--- src/design/rsc_defs.vh ---
`ifndef RSC_DEFS_VH
`define RSC_DEFS_VH
// Special-function register addresses
`define RSC_ADDR_CAUSE     8'hef
`define RSC_ADDR_MONCTL    8'hff
// reset_cause_and_enable bit positions
`define RSC_B_PIN          0
`define RSC_B_POWER        1
`define RSC_B_CLKLOSS      2
`define RSC_B_WDOG         3
`define RSC_B_SOFT         4
`define RSC_B_COMP         5
`define RSC_B_FLASH        6
// supply_monitor_control bit positions
`define RSC_B_MON_ON       7
`define RSC_B_MON_ABOVE    6
// Reset values
`define RSC_MON_ON_RST     1'b1
`define RSC_EN_RST         4'h0
// Highest user code address
`define RSC_CODE_TOP       16'h7bff
// Timing: clock period in ps, clock-loss timeout in ns
`define RSC_CLK_PS         20000
`define RSC_CLKLOSS_NS     100000
`define RSC_CLKLOSS_CYC    ((`RSC_CLKLOSS_NS * 1000) / `RSC_CLK_PS)
`define RSC_WDOG_DIV       12
// Cycles the core is held after a reset source releases
`define RSC_HOLD_CYC       8
// Cause codes
`define RSC_C_NONE         3'd0
`define RSC_C_PIN          3'd1
`define RSC_C_POWER        3'd2
`define RSC_C_CLKLOSS      3'd3
`define RSC_C_COMP         3'd4
`define RSC_C_WDOG         3'd5
`define RSC_C_FLASH        3'd6
`define RSC_C_SOFT         3'd7
`endif

--- src/design/rsc_clk_watch.v ---
`timescale 1ns/1ps
`include "rsc_defs.vh"
// Clock-loss detector: watches a sampled clock level for a stuck period.
// The sampling clock must come from a free-running reference; sampling the
// system clock with itself would never see it stop.
module rsc_clk_watch (
   input  wire ref_clk_i,
   input  wire rst_i,
   input  wire enable_i,
   input  wire clk_level_i,
   output reg  timeout_o
);
   localparam CW = 17;
   localparam [CW-1:0] LIMIT = `RSC_CLKLOSS_CYC;

   reg          last_q;
   reg [CW-1:0] cnt_q;

   always @(posedge ref_clk_i) begin
      if (rst_i) begin
         last_q    <= 1'b0;
         cnt_q     <= {CW{1'b0}};
         timeout_o <= 1'b0;
      end else begin
         last_q <= clk_level_i;
         if (!enable_i || clk_level_i != last_q) begin
            cnt_q     <= {CW{1'b0}};
            timeout_o <= 1'b0;
         end else if (cnt_q >= LIMIT) begin
            timeout_o <= 1'b1;
         end else begin
            cnt_q <= cnt_q + 1'b1;
         end
      end
   end
endmodule // rsc_clk_watch

--- src/design/rsc_reset_ctl.v ---
// Functional notes
// - Supply below threshold drives reset pin low and holds core until it recovers.
// - Monitor enable set only by power-on; other resets leave it unchanged.
// - Supply monitor resets only when enabled and selected via power-on bit.
// - Monitor control: bit7 enable, bit6 supply status, bits 5-0 reserved.
// - Low on reset pin resets device; pin flag set on exit.
// - Enabled clock-loss detector resets after clock stuck over 100 us.
// - Bit 2 writes clock-loss enable; reads one only after clock-loss reset.
// - Bit 5 selects comparator; reset while plus below minus; flag after.
// - Watchdog enabled after reset at clock/12; timeout resets, sets bit 3.
// - Out-of-range flash write, code read, branch or security block resets.
// - Flash write with monitor off resets; bit 6 flags flash errors.
// - Writing one to bit 4 forces reset and reads one after; zero ignored.
// - Internal-only resets leave the external reset pin undriven.
// - Read-modify-write reads stored enables of dual-purpose bits, not flags.
// - Bit 1 set on power-on or monitor reset; write selects monitor.
// - Bit 7 of the cause register reads zero; writes ignored.
// - Any reset other than power-on or monitor clears the power-on flag.
// - In reset, core halts; on exit executes from address zero.
`timescale 1ns/1ps
`include "rsc_defs.vh"
module rsc_reset_ctl (
   input  wire        ref_clk_i,
   input  wire        rst_i,
   input  wire        por_n_i,
   input  wire        rst_pin_n_i,
   output reg         rst_pin_o,
   output reg         rst_pin_oe_o,
   input  wire        supply_above_i,
   output reg         supply_monitor_on_o,
   input  wire        comparator_out_i,
   input  wire        clk_level_i,
   input  wire        wdog_kick_i,
   input  wire        wdog_on_i,
   input  wire [15:0] wdog_limit_i,
   input  wire        flash_wr_i,
   input  wire        program_store_write_on_i,
   input  wire [15:0] flash_addr_i,
   input  wire        code_memory_read_i,
   input  wire [15:0] code_addr_i,
   input  wire        branch_i,
   input  wire [15:0] branch_addr_i,
   input  wire        security_block_i,
   input  wire        sfr_wr_i,
   input  wire        sfr_rd_i,
   input  wire        sfr_rmw_i,
   input  wire [7:0]  sfr_addr_i,
   input  wire [7:0]  sfr_wdata_i,
   output reg  [7:0]  sfr_rdata_o,
   output reg         core_rst_o,
   output reg         pc_clear_o,
   output reg         wdog_tick_o
);
   localparam ST_RUN  = 3'b001;
   localparam ST_HOLD = 3'b010;
   localparam ST_EXIT = 3'b100;
   localparam [3:0] HOLD_N = `RSC_HOLD_CYC;
   localparam [3:0] DIV_N  = `RSC_WDOG_DIV - 1;

   function above_top;
      input [15:0] a;
      begin
         above_top = (a > `RSC_CODE_TOP);
      end
   endfunction

   wire       por_n_s;
   wire       pin_n_s;
   wire       above_s;
   wire       comp_s;
   wire       clk_s;
   wire       clk_timeout;

   reg  [2:0] state_q;
   reg  [3:0] hold_q;
   reg  [2:0] cause_q;
   reg  [2:0] last_q;
   reg        por_seen_q;
   reg        mon_on_q;
   reg        sel_mon_q;
   reg        sel_comp_q;
   reg        sel_clk_q;
   reg        soft_req_q;
   reg  [3:0] div_q;
   reg [15:0] wdog_cnt_q;
   reg        wdog_run_q;
   reg  [2:0] oe_dly_q;

   // Active-low inputs start at their idle level, so no false request follows reset
   rsc_sync #(.W(5), .INIT(5'h1e)) u_sync (
      .ref_clk_i (ref_clk_i),
      .rst_i     (rst_i),
      .async_i   ({por_n_i, rst_pin_n_i, supply_above_i, comparator_out_i, clk_level_i}),
      .sync_o    ({por_n_s, pin_n_s, above_s, comp_s, clk_s})
   );

   rsc_clk_watch u_watch (
      .ref_clk_i   (ref_clk_i),
      .rst_i       (rst_i),
      .enable_i    (sel_clk_q && state_q == ST_RUN),
      .clk_level_i (clk_s),
      .timeout_o   (clk_timeout)
   );

   wire wdog_fire = wdog_run_q && wdog_on_i && (wdog_cnt_q >= wdog_limit_i);
   wire flash_err = (flash_wr_i && program_store_write_on_i && above_top(flash_addr_i))
                  || (code_memory_read_i && above_top(code_addr_i))
                  || (branch_i && above_top(branch_addr_i))
                  || security_block_i
                  || (flash_wr_i && !mon_on_q);

   // The pin reads back our own drive through the synchroniser; ignore it while
   // driving and three cycles after, or the block would hold itself in reset.
   // An outside low inside that span is lost with it.
   wire pin_low = !pin_n_s && !rst_pin_oe_o && oe_dly_q == 3'b000;

   // Priority: power-on, monitor, pin, then internal sources
   reg [2:0] src;
   always @* begin
      src = `RSC_C_NONE;
      if (!por_n_s)
         src = `RSC_C_POWER;
      else if (mon_on_q && sel_mon_q && !above_s)
         src = `RSC_C_POWER;
      else if (pin_low)
         src = `RSC_C_PIN;
      else if (state_q == ST_RUN) begin
         if (sel_clk_q && clk_timeout)
            src = `RSC_C_CLKLOSS;
         else if (sel_comp_q && !comp_s)
            src = `RSC_C_COMP;
         else if (wdog_fire)
            src = `RSC_C_WDOG;
         else if (flash_err)
            src = `RSC_C_FLASH;
         else if (soft_req_q)
            src = `RSC_C_SOFT;
      end
   end

   wire wr_cause = sfr_wr_i && sfr_addr_i == `RSC_ADDR_CAUSE && state_q == ST_RUN;
   wire wr_mon   = sfr_wr_i && sfr_addr_i == `RSC_ADDR_MONCTL && state_q == ST_RUN;

   always @(posedge ref_clk_i) begin
      if (rst_i) begin
         state_q    <= ST_HOLD;
         hold_q     <= HOLD_N;
         cause_q    <= `RSC_C_POWER;
         last_q     <= `RSC_C_NONE;
         por_seen_q <= 1'b1;
         mon_on_q   <= `RSC_MON_ON_RST;
         sel_mon_q  <= 1'b0;
         sel_comp_q <= 1'b0;
         sel_clk_q  <= 1'b0;
         soft_req_q <= 1'b0;
      end else begin
         case (state_q)
            ST_RUN: begin
               if (src != `RSC_C_NONE) begin
                  state_q <= ST_HOLD;
                  hold_q  <= HOLD_N;
                  cause_q <= src;
               end
            end
            ST_HOLD: begin
               if (src == `RSC_C_POWER || src == `RSC_C_PIN) begin
                  hold_q <= HOLD_N;
                  if (cause_q != `RSC_C_POWER)
                     cause_q <= src;
               end else if (hold_q != 4'h0)
                  hold_q <= hold_q - 1'b1;
               else
                  state_q <= ST_EXIT;
            end
            ST_EXIT: begin
               state_q    <= ST_RUN;
               last_q     <= cause_q;
               por_seen_q <= 1'b0;
            end
            default: state_q <= ST_HOLD;
         endcase
         if (!por_n_s)
            por_seen_q <= 1'b1;
         if (!por_n_s)
            mon_on_q <= `RSC_MON_ON_RST;
         else if (wr_mon)
            mon_on_q <= sfr_wdata_i[`RSC_B_MON_ON];
         if (state_q == ST_HOLD) begin
            // Source selects return to reset values; the monitor select only on
            // a true power-on, so a monitor reset holds until the supply is back
            sel_comp_q <= 1'b0;
            sel_clk_q  <= 1'b0;
            soft_req_q <= 1'b0;
            if (por_seen_q)
               sel_mon_q <= 1'b0;
         end else if (wr_cause) begin
            sel_mon_q  <= sfr_wdata_i[`RSC_B_POWER];
            sel_clk_q  <= sfr_wdata_i[`RSC_B_CLKLOSS];
            sel_comp_q <= sfr_wdata_i[`RSC_B_COMP];
            soft_req_q <= sfr_wdata_i[`RSC_B_SOFT];
         end
      end
   end

   // Watchdog prescale and counter, restarted by every reset
   always @(posedge ref_clk_i) begin
      if (rst_i || state_q != ST_RUN) begin
         div_q       <= 4'h0;
         wdog_tick_o <= 1'b0;
         wdog_cnt_q  <= 16'h0000;
         wdog_run_q  <= 1'b1;
      end else begin
         wdog_tick_o <= (div_q == DIV_N);
         if (div_q == DIV_N)
            div_q <= 4'h0;
         else
            div_q <= div_q + 1'b1;
         if (wdog_kick_i)
            wdog_cnt_q <= 16'h0000;
         else if (div_q == DIV_N && wdog_cnt_q != 16'hffff)
            wdog_cnt_q <= wdog_cnt_q + 1'b1;
      end
   end

   function [7:0] flag_byte;
      input [2:0] c;
      begin
         flag_byte = 8'h00;
         case (c)
            `RSC_C_PIN:     flag_byte[`RSC_B_PIN]     = 1'b1;
            `RSC_C_POWER:   flag_byte[`RSC_B_POWER]   = 1'b1;
            `RSC_C_CLKLOSS: flag_byte[`RSC_B_CLKLOSS] = 1'b1;
            `RSC_C_WDOG:    flag_byte[`RSC_B_WDOG]    = 1'b1;
            `RSC_C_SOFT:    flag_byte[`RSC_B_SOFT]    = 1'b1;
            `RSC_C_COMP:    flag_byte[`RSC_B_COMP]    = 1'b1;
            `RSC_C_FLASH:   flag_byte[`RSC_B_FLASH]   = 1'b1;
            default:        flag_byte = 8'h00;
         endcase
      end
   endfunction

   // Read-modify-write reads the stored selects for the dual-purpose bits
   reg [7:0] cause_rd;
   always @* begin
      cause_rd = flag_byte(last_q);
      if (sfr_rmw_i) begin
         cause_rd[`RSC_B_POWER]   = sel_mon_q;
         cause_rd[`RSC_B_CLKLOSS] = sel_clk_q;
         cause_rd[`RSC_B_COMP]    = sel_comp_q;
         cause_rd[`RSC_B_SOFT]    = soft_req_q;
      end
   end

   always @(posedge ref_clk_i) begin
      if (rst_i) begin
         sfr_rdata_o         <= 8'h00;
         rst_pin_o           <= 1'b0;
         rst_pin_oe_o        <= 1'b1;
         oe_dly_q            <= 3'b111;
         core_rst_o          <= 1'b1;
         pc_clear_o          <= 1'b0;
         supply_monitor_on_o <= `RSC_MON_ON_RST;
      end else begin
         rst_pin_o  <= 1'b0;
         oe_dly_q   <= {oe_dly_q[1:0], rst_pin_oe_o};
         // Pin driven only for power-on and supply-monitor resets
         rst_pin_oe_o <= (state_q != ST_RUN && cause_q == `RSC_C_POWER)
                       || (src == `RSC_C_POWER);
         core_rst_o <= (state_q != ST_RUN) || (src != `RSC_C_NONE);
         pc_clear_o <= (state_q == ST_EXIT);
         supply_monitor_on_o <= mon_on_q;
         if (sfr_rd_i && sfr_addr_i == `RSC_ADDR_CAUSE)
            sfr_rdata_o <= cause_rd;
         else if (sfr_rd_i && sfr_addr_i == `RSC_ADDR_MONCTL)
            sfr_rdata_o <= {mon_on_q, above_s, 6'h00};
         else
            sfr_rdata_o <= 8'h00;
      end
   end
endmodule // rsc_reset_ctl

--- src/design/rsc_sync.v ---
`timescale 1ns/1ps
// Two-stage synchroniser for asynchronous level inputs
module rsc_sync #(
   parameter W = 1,
   parameter [W-1:0] INIT = {W{1'b0}}
) (
   input  wire         ref_clk_i,
   input  wire         rst_i,
   input  wire [W-1:0] async_i,
   output reg  [W-1:0] sync_o
);
   reg [W-1:0] meta_q;

   always @(posedge ref_clk_i) begin
      if (rst_i) begin
         meta_q <= INIT;
         sync_o <= INIT;
      end else begin
         meta_q <= async_i;
         sync_o <= meta_q;
      end
   end
endmodule // rsc_sync

--- config.mk ---
export PLATFORM = sky130hd
export DESIGN_NAME = rsc_reset_ctl
export DESIGN_NICKNAME = d
export VERILOG_FILES = /design/src/design/rsc_clk_watch.v /design/src/design/rsc_reset_ctl.v /design/src/design/rsc_sync.v
export VERILOG_INCLUDE_DIRS = /design/src /design/src/design
export SDC_FILE = /design/constraint.sdc
export NUM_CORES = 1
export LEC_CHECK = 0
export ABC_AREA = 1
export BUFFER_PORTS_ARGS = -buffer_cell sky130_fd_sc_hd__buf_2
export CELL_PAD_IN_SITES_DETAIL_PLACEMENT = 1
export CELL_PAD_IN_SITES_GLOBAL_PLACEMENT = 1
export CORE_MARGIN = 4
export CORE_UTILIZATION = 40
export DETAILED_ROUTE_END_ITERATION = 8
export PLACE_DENSITY = 0.84
export SETUP_SLACK_MARGIN = 0.3
export SYNTH_ARGS = -nofsm -noshare
export SYNTH_HDL_FRONTEND = slang
export SYNTH_SLANG_ARGS = --single-unit
--- constraint.sdc ---
create_clock -name ref_clk_i -period 4.8 [get_ports ref_clk_i]
set_input_delay 0.48 -clock ref_clk_i [delete_from_list [all_inputs] [get_ports ref_clk_i]]
set_output_delay 0.48 -clock ref_clk_i [all_outputs]
set_load 0.005 [all_outputs]
==> results of run 1 <==
-- state kept, by name, summed over array words and instances (netlist names), 3 cells and up --
register / cells
hold_q: 4
state_q: 3
u_sync.meta_q: 5
wdog_cnt_q: 16
u_watch.cnt_q: 17
u_sync.sync_o: 5
sfr_rdata_o: 8
cause_q: 3
div_q: 4
oe_dly_q: 3
flag_byte.c: 3
-- power by group --
group	internal, mW	total, mW	switching, mW
logic	0.0877	0.216	0.128
clock network	0.297	0.573	0.276
registers	0.720	0.739	0.0189
-- layout make-up --
cell class                      count  area (um^2)  area share [%]
Clock buffer                        9        123.9           2.570
Inverter                           95        356.6           7.399
Sequential cell                    84         1682           34.89
Tap cell                          133        166.4           3.453
Clock inverter                      7        98.84           2.051
Timing Repair Buffer               76        380.4           7.892
Multi-Input combinational cell    361         2012           41.74
-- critical path: stages, from the launching register on --
cell     delay, ps
dfxtp_1        470
ha_1           300
nand2_1         90
inv_2           40
nand2_1         50
nand2_1         60
nand2_1         60
nand2_1         70
nand2_1         70
nand3_1         80
nand2_1        120
nand2_1         60
nand2_1         60
nand2_1         50
nand2_1        100
nand2_1        100
nand2_2        100
nand3_2         80
nand2_2        160
nand2_4         80
o21ai_1         80
nand3_1         90
-- metrics by stage --
step	util (%)	cells	hold slack, ps	setup slack, ps
global placement	46.60	749	391.2	2180
floorplan	-	546	388.3	2615
CTS	48.86	765	297.5	2260
detailed placement	46.60	749	402.6	2089
global route	48.86	765	292.7	1989
finish	48.86	765	302.4	2296
-- cells by family (layout without fill, tap and decap cells) --
logic type	after synthesis	in the layout
AOI/OAI and AO/OA	85	85
buffers and inverters	101	187
adders and majority gates	21	21
xor gates and xnor gates	4	4
other	1	1
and+or+nand+nor	250	250
DFF	84	84
-- cells in the final DEF (no fill, tap or decap), drive strengths merged --
| cell type | Yosys | final |
|---|---|---|
| a211oi | 5 | 5 |
| clkinv | 0 | 2 |
| nand3 | 38 | 38 |
| nor2 | 68 | 68 |
| o31ai | 1 | 1 |
| a32oi | 2 | 2 |
| o211ai | 2 | 2 |
| o21a | 4 | 4 |
| nand2 | 92 | 92 |
| xor2 | 4 | 4 |
| or4 | 1 | 1 |
| a21oi | 38 | 38 |
| a41oi | 1 | 1 |
| buf | 3 | 76 |
| conb | 1 | 1 |
| nor3 | 23 | 23 |
| nor3b | 2 | 2 |
| or2 | 13 | 13 |
| and2 | 1 | 1 |
| inv | 95 | 97 |
| a22oi | 2 | 2 |
| o21bai | 4 | 4 |
| ha | 21 | 21 |
| dfxtp | 84 | 84 |
| clkbuf | 3 | 9 |
| a21o | 1 | 1 |
| nor4 | 2 | 2 |
| o21ai | 25 | 25 |
| nand4 | 10 | 10 |
| bufinv | 0 | 2 |
| clkinvlp | 0 | 1 |
-- layer usage --
layer	vias up	wire length [um]	global-route usage (%)
li1	1931	-	-
met1	1788	4716	22.81
met2	66	5531	35.75
met3	16	395	4.263
met4	0	169	5.050
met5	-	0	0
-- worst max path at each step --
stage	from	endpoint	slack, ps	cells after the start
2_1_floorplan	wdog_limit_i[15]	hold_q[3]	2610	19
3_3_place_gp	wdog_limit_i[3]	hold_q[3]	2180	20
3_5_place_dp	wdog_limit_i[3]	hold_q[3]	2090	20
4_1_cts	wdog_cnt_q[3]	hold_q[3]	2260	18
5_1_grt	wdog_cnt_q[3]	hold_q[3]	1990	21
6_report	wdog_cnt_q[3]	hold_q[3]	2300	21
==> flow_metrics.py, run 1 <==
metrics = {
    "timing": {
        "final-hold-violation-count": 0,
        "tns_ps": 0,
        "fin_skew_ps": 12.32,
        "slew_headroom_pct": 64.41,
        "grt_setup_unrepaired": "false",
        "fmax_mhz": 399.3,
        "worst_slew_pin_slew_ps": 533.2,
        "period_needed_ps": 2504,
        "setup_violations": 0,
        "report.final.slew_viol_count": 0,
        "fin_crit_sh_pct": 52.18,
    },
    "global_route": {
        "grt_pass1_vias": 4030,
        "grt_use_total_pct": 19.49,
        "grt_pass1_wl_um": 18370,
        "antenna_found_initial": 0,
        "grt-ovfl-total": 0,
        "grt_max_degree": 25,
    },
    "worst_setup_path": {
        "ff2ff_path_depth": 21,
        "cp.required_ps": 5020,
        "worstSetupPathType": "reg -> reg",
        "critical_path_arrival_ps": 2730,
        "regToRegEndpoint": "hold_q[3]",
        "reg2reg_setup_slack_ps": 2300,
        "worstPathMaxFanout": 5,
        "start_kind": "flop",
        "r2r-start": "wdog_cnt_q[3]",
        "crit_path_end_kind": "flop",
    },
    "synth": {
        "synth_top_area_share_pct": 41.13,
        "synthTopCellsByArea": "dfxtp_1, inv_1, nand2_1, ha_1, nor2_1",
        "synth_xor_area_share_pct": 0.8568,
        "synth-seq-cells": 84,
        "synth-compound-area-share_pct": 12.15,
        "synth_top_family_by_area": "simple AND/OR/NAND/NOR gates",
        "async_flop_share_pct": 0,
        "yosys.area.top_type": "dfxtp_1",
        "synth_common_cells": "inv_1, dfxtp_1, nand2_1",
        "synth_cell_types": 44,
        "synth.most_common_cell": "inv_1",
        "synth_adder_area_share_pct": 6.426,
        "netlist_instances": 546,
        "synth_warnings": 0,
        "seq_area_frac_synth_pct": 41.13,
        "yosys.area_share.simple_pct": 29.68,
        "synth_edf_count": 0,
        "syn_nets": 664,
        "synth_area_um2": 4089,
        "syn_area_per_cell_um2": 7.489,
        "synthMuxAreaShare_pct": 0,
        "ys.flop_type": "dfxtp_1",
    },
    "floorplanning": {
        "die_w_um": 109.1,
        "die_area_um2": 11900,
        "rows": 36,
        "die_y_um": 109.1,
        "start_util_pct": 41.45,
        "num_io_pins": 111,
        "core_um2": 9864,
    },
    "drt": {
        "post_drt_via_cell_ratio": 4.969,
        "drc": 0,
        "wirelength_um": 10810,
        "num_vias": 3801,
        "dr.pass1.iters": 4,
        "initialDrtViolationCount": 90,
        "wl_per_cell_um": 14.13,
        "ant_nets": 0,
    },
    "cells_and_area": {
        "drive_gt1_share_pct": 22.47,
        "nFillCells": 1284,
        "nNetsFinal": 745,
        "design_area_um2": 4820,
        "n_antenna_cell": 0,
        "area_delta_synth_final_pct": 17.87,
    },
    "hold_path": {
        "hold_end": "u_sync.meta_q[4]",
        "min_path_cells": 2,
        "hold_start": "por_n_i",
        "min_path_type": "in -> reg",
    },
    "clock_network": {
        "cts_buffers": 9,
        "cts_sinks": 84,
        "clk_pin_slew_ps": 100,
        "clk_latency_ps": 370,
        "cts-resized-gates": 0,
        "ctsHoldBuffers": 0,
        "cts_max_level": 3,
        "root_buffer": "clkbuf_8",
        "cts_tree": "yes",
        "post_cts_buffers": 0,
        "clock_path_buffers": 2,
    },
    "pwr": {
        "power_density_nw_per_um2": 316.9,
        "ir_worst_vdd_mv": 0.2208,
        "p_leak_nw": 2.130,
        "total_power_mw": 1.527,
    },
    "run_status": {
        "status": "completed",
    },
    "flow_run": {
        "drv_cap": 0,
    },
    "placement": {
        "place_congestion": 0.7884,
        "hpwl_um": 8511,
        "place_area_um2": 4597,
        "io_buffers": 76,
    },
}
(Power assumes the default switching activity.)
==> run 2: changes to the inputs <==
--- a/config.mk
+++ b/config.mk
@@ -6,14 +6,14 @@
 export SDC_FILE = /design/constraint.sdc
 export NUM_CORES = 1
 export LEC_CHECK = 0
-export ABC_AREA = 1
+export ABC_AREA = 0
 export BUFFER_PORTS_ARGS = -buffer_cell sky130_fd_sc_hd__buf_2
 export CELL_PAD_IN_SITES_DETAIL_PLACEMENT = 1
 export CELL_PAD_IN_SITES_GLOBAL_PLACEMENT = 1
 export CORE_MARGIN = 4
-export CORE_UTILIZATION = 40
+export CORE_UTILIZATION = 38
 export DETAILED_ROUTE_END_ITERATION = 8
-export PLACE_DENSITY = 0.84
+export PLACE_DENSITY = 0.78
 export SETUP_SLACK_MARGIN = 0.3
 export SYNTH_ARGS = -nofsm -noshare
 export SYNTH_HDL_FRONTEND = slang
==> constraint.sdc (replaced) <==
create_clock -name ref_clk_i -period 2.45 [get_ports ref_clk_i]
set_input_delay 0.245 -clock ref_clk_i [delete_from_list [all_inputs] [get_ports ref_clk_i]]
set_output_delay 0.245 -clock ref_clk_i [all_outputs]
set_load 0.005 [all_outputs]
==> run 2 against run 1 <==
Against the previous run:
- routed wire length shrank 3.3%
- synthesized cell count shrank 18%
- first-iteration DRC count grew 12%
- clock skew shrank 2.4 ps
- power grew 86%
- critical path depth shrank 12
- global-route usage shrank 1.7 points
- area after synthesis shrank 4.2%
- design area grew 4.0%
- critical path type unchanged
- critical endpoint is now hold_q[1]
- largest power group unchanged
- highest routed layer unchanged
==> flow_metrics.py, run 2 <==
metrics = {
    "synth": {
        "netlist_instances": 447,
        "synth_top_area_share_pct": 42.91,
        "synth_warnings": 0,
        "syn_nets": 565,
        "async_flop_share_pct": 0,
        "synth_edf_count": 0,
        "synthTopCellsByArea": "dfxtp_1, ha_1, nor2_1, xor2_1, nand2_1",
        "synth-seq-cells": 84,
        "synth_cell_types": 59,
        "synth.most_common_cell": "dfxtp_1",
        "yosys.area.top_type": "dfxtp_1",
        "syn_area_per_cell_um2": 8.767,
        "seq_area_frac_synth_pct": 42.91,
        "synth_area_um2": 3919,
        "synth_common_cells": "dfxtp_1, nor2_1, nand2_1",
        "ys.flop_type": "dfxtp_1",
    },
    "cells_and_area": {
        "final_cell_mix": "buf_2, dfxtp_1, nor2_1",
        "final_common_cell": "buf_2",
        "nNetsFinal": 672,
        "ff_latch_area_um2": 1697,
        "largest_register": "u_watch.cnt_q",
        "reg_top3": "u_watch.cnt_q x17, wdog_cnt_q x16, sfr_rdata_o x8",
        "final_util_pct": 50.57,
        "multi_input_area_um2": 2213,
        "n_antenna_cell": 0,
        "layout.cells.non_filler": 692,
        "largest_reg_flops": 17,
        "design_area_um2": 5011,
        "area_delta_synth_final_pct": 27.87,
        "drive_gt1_share_pct": 32.20,
        "nFillCells": 1202,
    },
    "drt": {
        "post_drt_via_cell_ratio": 5.039,
        "num_vias": 3487,
        "ant_nets": 0,
        "wirelength_um": 10460,
        "dr.pass1.iters": 4,
        "initialDrtViolationCount": 101,
        "wl_per_cell_um": 15.11,
        "drc": 0,
    },
    "floorplanning": {
        "rows": 36,
        "die_w_um": 109.6,
        "core_um2": 9910,
        "die_y_um": 109.6,
        "start_util_pct": 39.55,
        "die_area_um2": 12000,
        "num_io_pins": 111,
    },
    "global_route": {
        "grt-ovfl-total": 0,
        "grt_pass1_wl_um": 16490,
        "grt_use_total_pct": 17.76,
        "antenna_found_initial": 0,
        "grt_pass1_vias": 3586,
        "grt_max_degree": 25,
    },
    "worst_setup_path": {
        "path_buf_inv": 1,
        "critical_path_arrival_ps": 2650,
        "ff2ff_path_depth": 9,
        "worstSetupPathType": "reg -> reg",
        "crit_path_end_kind": "flop",
        "regToRegEndpoint": "hold_q[1]",
        "worstPathMaxFanout": 3,
        "cpPeakStageDelay_ps": 540,
        "crit_cells": 9,
        "r2r-start": "wdog_cnt_q[11]",
        "start_kind": "flop",
        "crit_slowest_cell": "or4_4",
        "reg2reg_setup_slack_ps": 50,
        "cp_cell_sequence": "ha_4 > and4_4 > nand2_2 > or4_4 > buf_4 > a31oi_4 > o21ai_2 > nand2b_1 > mux2_4",
        "cp.required_ps": 2700,
        "crit_family": "simple AND/OR/NAND/NOR gates",
    },
    "flow_run": {
        "drv_cap": 0,
    },
    "placement": {
        "io_buffers": 76,
        "place_inst": 666,
        "place_congestion": 0.7935,
        "hpwl_um": 7750,
        "place_area_um2": 4617,
        "place_ws_ps": -93.46,
    },
    "timing": {
        "setup_violations": 0,
        "fin_crit_sh_pct": 97.88,
        "fin_ws_ps": 51.86,
        "tns_ps": 0,
        "report.final.slew_viol_count": 0,
        "period_needed_ps": 2398,
        "fin_skew_ps": 9.966,
        "worst_slew_pin_slew_ps": 654.0,
        "final-hold-violation-count": 0,
        "slew_headroom_pct": 56.40,
        "fmax_mhz": 417.0,
        "grt_setup_unrepaired": "true",
        "timing.hold.ws_ps": 62.86,
    },
    "hold_path": {
        "hold_end": "u_sync.meta_q[3]",
        "hold_start": "rst_pin_n_i",
        "min_path_cells": 2,
        "min_path_type": "in -> reg",
    },
    "clock_network": {
        "clock_path_buffers": 2,
        "cts_sinks": 84,
        "root_buffer": "clkbuf_8",
        "clk_pin_slew_ps": 80,
        "clk_latency_ps": 370,
        "cts_max_level": 3,
        "cts_buffers": 9,
        "cts_tree": "yes",
    },
    "pwr": {
        "power_density_nw_per_um2": 566.3,
        "p_leak_nw": 2.051,
        "ir_worst_vdd_mv": 0.3010,
        "total_power_mw": 2.838,
    },
    "run_status": {
        "status": "completed",
    },
}
run 2: cell types whose count changed after synthesis, sizes merged, moves of 8 or more:
cell / change
a21oi: -23
and3: +9
inv: -64
mux2i: +8
nand2: -58
nand3: -22
nor3: -13
o21ai: -15
xnor2: +9
xor2: +14
run 2: worst reg2reg max path: cells and delay by family (launching register included):
family,cells,cell delay [ps]
AO/OA/AOI/OAI,2,290
adder cells (fa/ha/maj),1,260
buffers and inverters,1,160
flip-flops,1,340
multiplexers,1,300
AND/OR/NAND/NOR,4,930
run 2: where the power goes:
| part | internal [mW] | switching [mW] |
|---|---|---|
| logic | 0.188 | 0.192 |
| registers | 1.41 | 0.0388 |
| clock network | 0.476 | 0.530 |
run 2: worst max path at each step:
stage	start	endpoint
after floorplan	wdog_cnt_q[11]	cause_q[1]
after global placement	wdog_limit_i[11]	cause_q[1]
after detailed placement	wdog_limit_i[9]	state_q[0]
after CTS	wdog_cnt_q[9]	cause_q[1]
after global routing	wdog_cnt_q[11]	state_q[1]
final	wdog_cnt_q[11]	hold_q[1]
run 2: cells by family after synthesis:
logic type / Yosys count / synth area share (%)
buffers and inverters: 43 / 4.246
XOR/XNOR: 27 / 6.035
adder cells (fa/ha/maj): 21 / 6.705
AND/OR/NAND/NOR: 206 / 27.17
flip-flops: 84 / 42.91
AO/OA/AOI/OAI: 56 / 10.51
other: 1 / 0.09569
multiplexers: 9 / 2.331
run 2: final cells by class:
type	count	area share, %
multi-input cells	320	44.17
flip-flops and latches	84	33.86
well taps	133	3.321
clock inverters	7	1.473
inverters	31	2.322
repair buffers	108	12.38
clock buffers	9	2.472
run 2: what timing repair did:
action                                  CTS  global route
hold buffers                              0             0
resized for setup                        20            12
pin swaps                                13            11
endpoints found under the hold margin     0             0
cloned                                    0             0
endpoints found under the setup margin   15            17
buffers inserted                          7             3
run 2: routing by layer:
metal | vias up | GRT usage [%] | part of all wire [%]
met5 | - | 0 | 0
met4 | 0 | 6.233 | 2.2
met3 | 19 | 3.464 | 5.2
met2 | 79 | 34.18 | 51
met1 | 1638 | 19.08 | 41
li1 | 1751 | - | -
==> run 3: changes to the inputs <==
==> constraint.sdc (replaced) <==
create_clock -name ref_clk_i -period 2.6 [get_ports ref_clk_i]
set_input_delay 0.26 -clock ref_clk_i [delete_from_list [all_inputs] [get_ports ref_clk_i]]
set_output_delay 0.26 -clock ref_clk_i [all_outputs]
set_load 0.005 [all_outputs]
==> run 3 against run 2 <==
Against the previous run:
- first-iteration DRC count up 14%
- core utilization down 0.92 points
- combinational power down 7.6%
==> flow_metrics.py, run 3 (synthesized netlist as in run 2, its figures left out) <==
metrics = {
    "clock_network": {
        "cts_buffers": 9,
        "clk_latency_ps": 360,
        "cts_max_level": 3,
        "cts_tree": "yes",
        "root_buffer": "clkbuf_8",
        "cts_sinks": 84,
        "clock_path_buffers": 2,
        "clk_pin_slew_ps": 90,
    },
    "drt": {
        "num_vias": 3499,
        "post_drt_via_cell_ratio": 5.161,
        "wl_per_cell_um": 15.67,
        "drc": 0,
        "initialDrtViolationCount": 115,
        "wirelength_um": 10620,
        "dr.pass1.iters": 4,
        "ant_nets": 0,
    },
    "worst_setup_path": {
        "crit_slowest_cell": "or4_4",
        "path_buf_inv": 0,
        "crit_family": "simple AND/OR/NAND/NOR gates",
        "cp_cell_sequence": "ha_4 > and4_4 > nand2_2 > or4_4 > a31o_4 > a221o_1 > mux2i_1 > nand2b_1",
        "worstPathMaxFanout": 3,
        "crit_path_end_kind": "flop",
        "critical_path_arrival_ps": 2610,
        "cpPeakStageDelay_ps": 530,
        "start_kind": "flop",
        "cp.required_ps": 2870,
        "worstSetupPathType": "reg -> reg",
    },
    "timing": {
        "setup_violations": 0,
        "report.final.slew_viol_count": 0,
        "slew_headroom_pct": 52.50,
        "tns_ps": 0,
        "final-hold-violation-count": 0,
        "period_needed_ps": 2348,
        "fin_crit_sh_pct": 90.31,
        "fin_ws_ps": 251.9,
        "fin_skew_ps": 8.335,
        "grt_setup_unrepaired": "true",
        "worst_slew_pin_slew_ps": 710.5,
        "fmax_mhz": 425.9,
    },
    "cells_and_area": {
        "final_util_pct": 49.65,
        "n_antenna_cell": 0,
        "largest_reg_flops": 17,
        "ff_latch_area_um2": 1695,
        "layout.cells.non_filler": 678,
        "area_delta_synth_final_pct": 25.54,
        "final_common_cell": "dfxtp_1",
        "nFillCells": 1189,
        "reg_top3": "u_watch.cnt_q x17, wdog_cnt_q x16, sfr_rdata_o x8",
        "multi_input_area_um2": 2222,
        "nNetsFinal": 658,
        "final_cell_mix": "dfxtp_1, buf_2, nor2_1",
        "drive_gt1_share_pct": 28.81,
        "largest_register": "u_watch.cnt_q",
    },
    "floorplanning": {
        "core_um2": 9910,
        "start_util_pct": 39.55,
        "die_area_um2": 12000,
        "die_w_um": 109.6,
        "die_y_um": 109.6,
        "num_io_pins": 111,
        "rows": 36,
    },
    "placement": {
        "place_inst": 652,
        "place_ws_ps": -26.47,
        "hpwl_um": 7714,
        "io_buffers": 76,
        "place_congestion": 0.7916,
    },
    "global_route": {
        "grt_use_total_pct": 17.74,
        "grt-ovfl-total": 0,
        "grt_max_degree": 32,
        "grt_pass1_vias": 3627,
        "grt_pass1_wl_um": 16680,
        "antenna_found_initial": 0,
    },
    "flow_run": {
        "drv_cap": 0,
    },
    "pwr": {
        "power_density_nw_per_um2": 549.0,
        "p_leak_nw": 1.989,
        "ir_worst_vdd_mv": 0.2092,
    },
    "hold_path": {
        "min_path_type": "in -> reg",
    },
    "run_status": {
        "status": "completed",
    },
}
[run 3: cell count changes in the layout (fill, tap and decap cells not counted), sizes merged]
cell,before,now
inv,33,35
clkinv,3,1
buf,108,94
[run 3: per-layer routing]
layer / part of all wire [%] / routed length (um) / track usage [%]
met5: 0 / 0 / 0
met4: 2.7 / 284 / 8.727
met3: 5.2 / 554 / 3.406
met2: 49 / 5258 / 30.78
met1: 43 / 4525 / 20.88
[run 3: power breakdown]
part / leakage (nW) / total [mW] / switching, mW / internal (mW)
Clock: 0.103 / 0.982 / 0.523 / 0.459
Combinational: 1.20 / 0.351 / 0.180 / 0.172
Sequential: 0.685 / 1.37 / 0.0378 / 1.33
Total: 1.99 / 2.70 / 0.740 / 1.96
[run 3: timing repair]
action                                  in CTS  in global routing
resized for setup                           21                 11
cloned                                       0                  0
endpoints found under the setup margin       9                 13
pin swaps                                    8                  9
hold buffers                                 0                  0
buffers inserted                             3                  7
[run 3: area by class of cell]
| type | instances | share of cell area [%] |
|---|---|---|
| Clock buffer | 9 | 2.518 |
| Clock inverter | 7 | 1.628 |
| Inverter | 31 | 2.365 |
| Multi-Input combinational cell | 320 | 45.17 |
| Sequential cell | 84 | 34.46 |
| Tap cell | 133 | 3.383 |
| Timing Repair Buffer | 94 | 10.48 |
[run 3: worst paths after layout]
kind                                        from  slack [ps]          endpoint  cells after the start
worst max register to register    wdog_cnt_q[10]         250        cause_q[1]                      8
worst max-delay path              wdog_cnt_q[10]         250        cause_q[1]                      8
worst min-delay path                     por_n_i          70  u_sync.meta_q[4]                      2
worst min register to register  u_sync.meta_q[4]         420  u_sync.sync_o[4]                      1
[run 3: stage by stage]
stage | hold slack, ps | total power, mW | cell area, um^2
2_1_floorplan | 363.8 | 1.594 | 3919
3_3_place_gp | 391.4 | 1.702 | 4476
3_5_place_dp | 398.6 | 1.731 | 4476
4_1_cts | 51.37 | 2.722 | 4801
5_1_grt | 58.76 | 2.837 | 4920
6_report | 69.23 | 2.701 | 4920
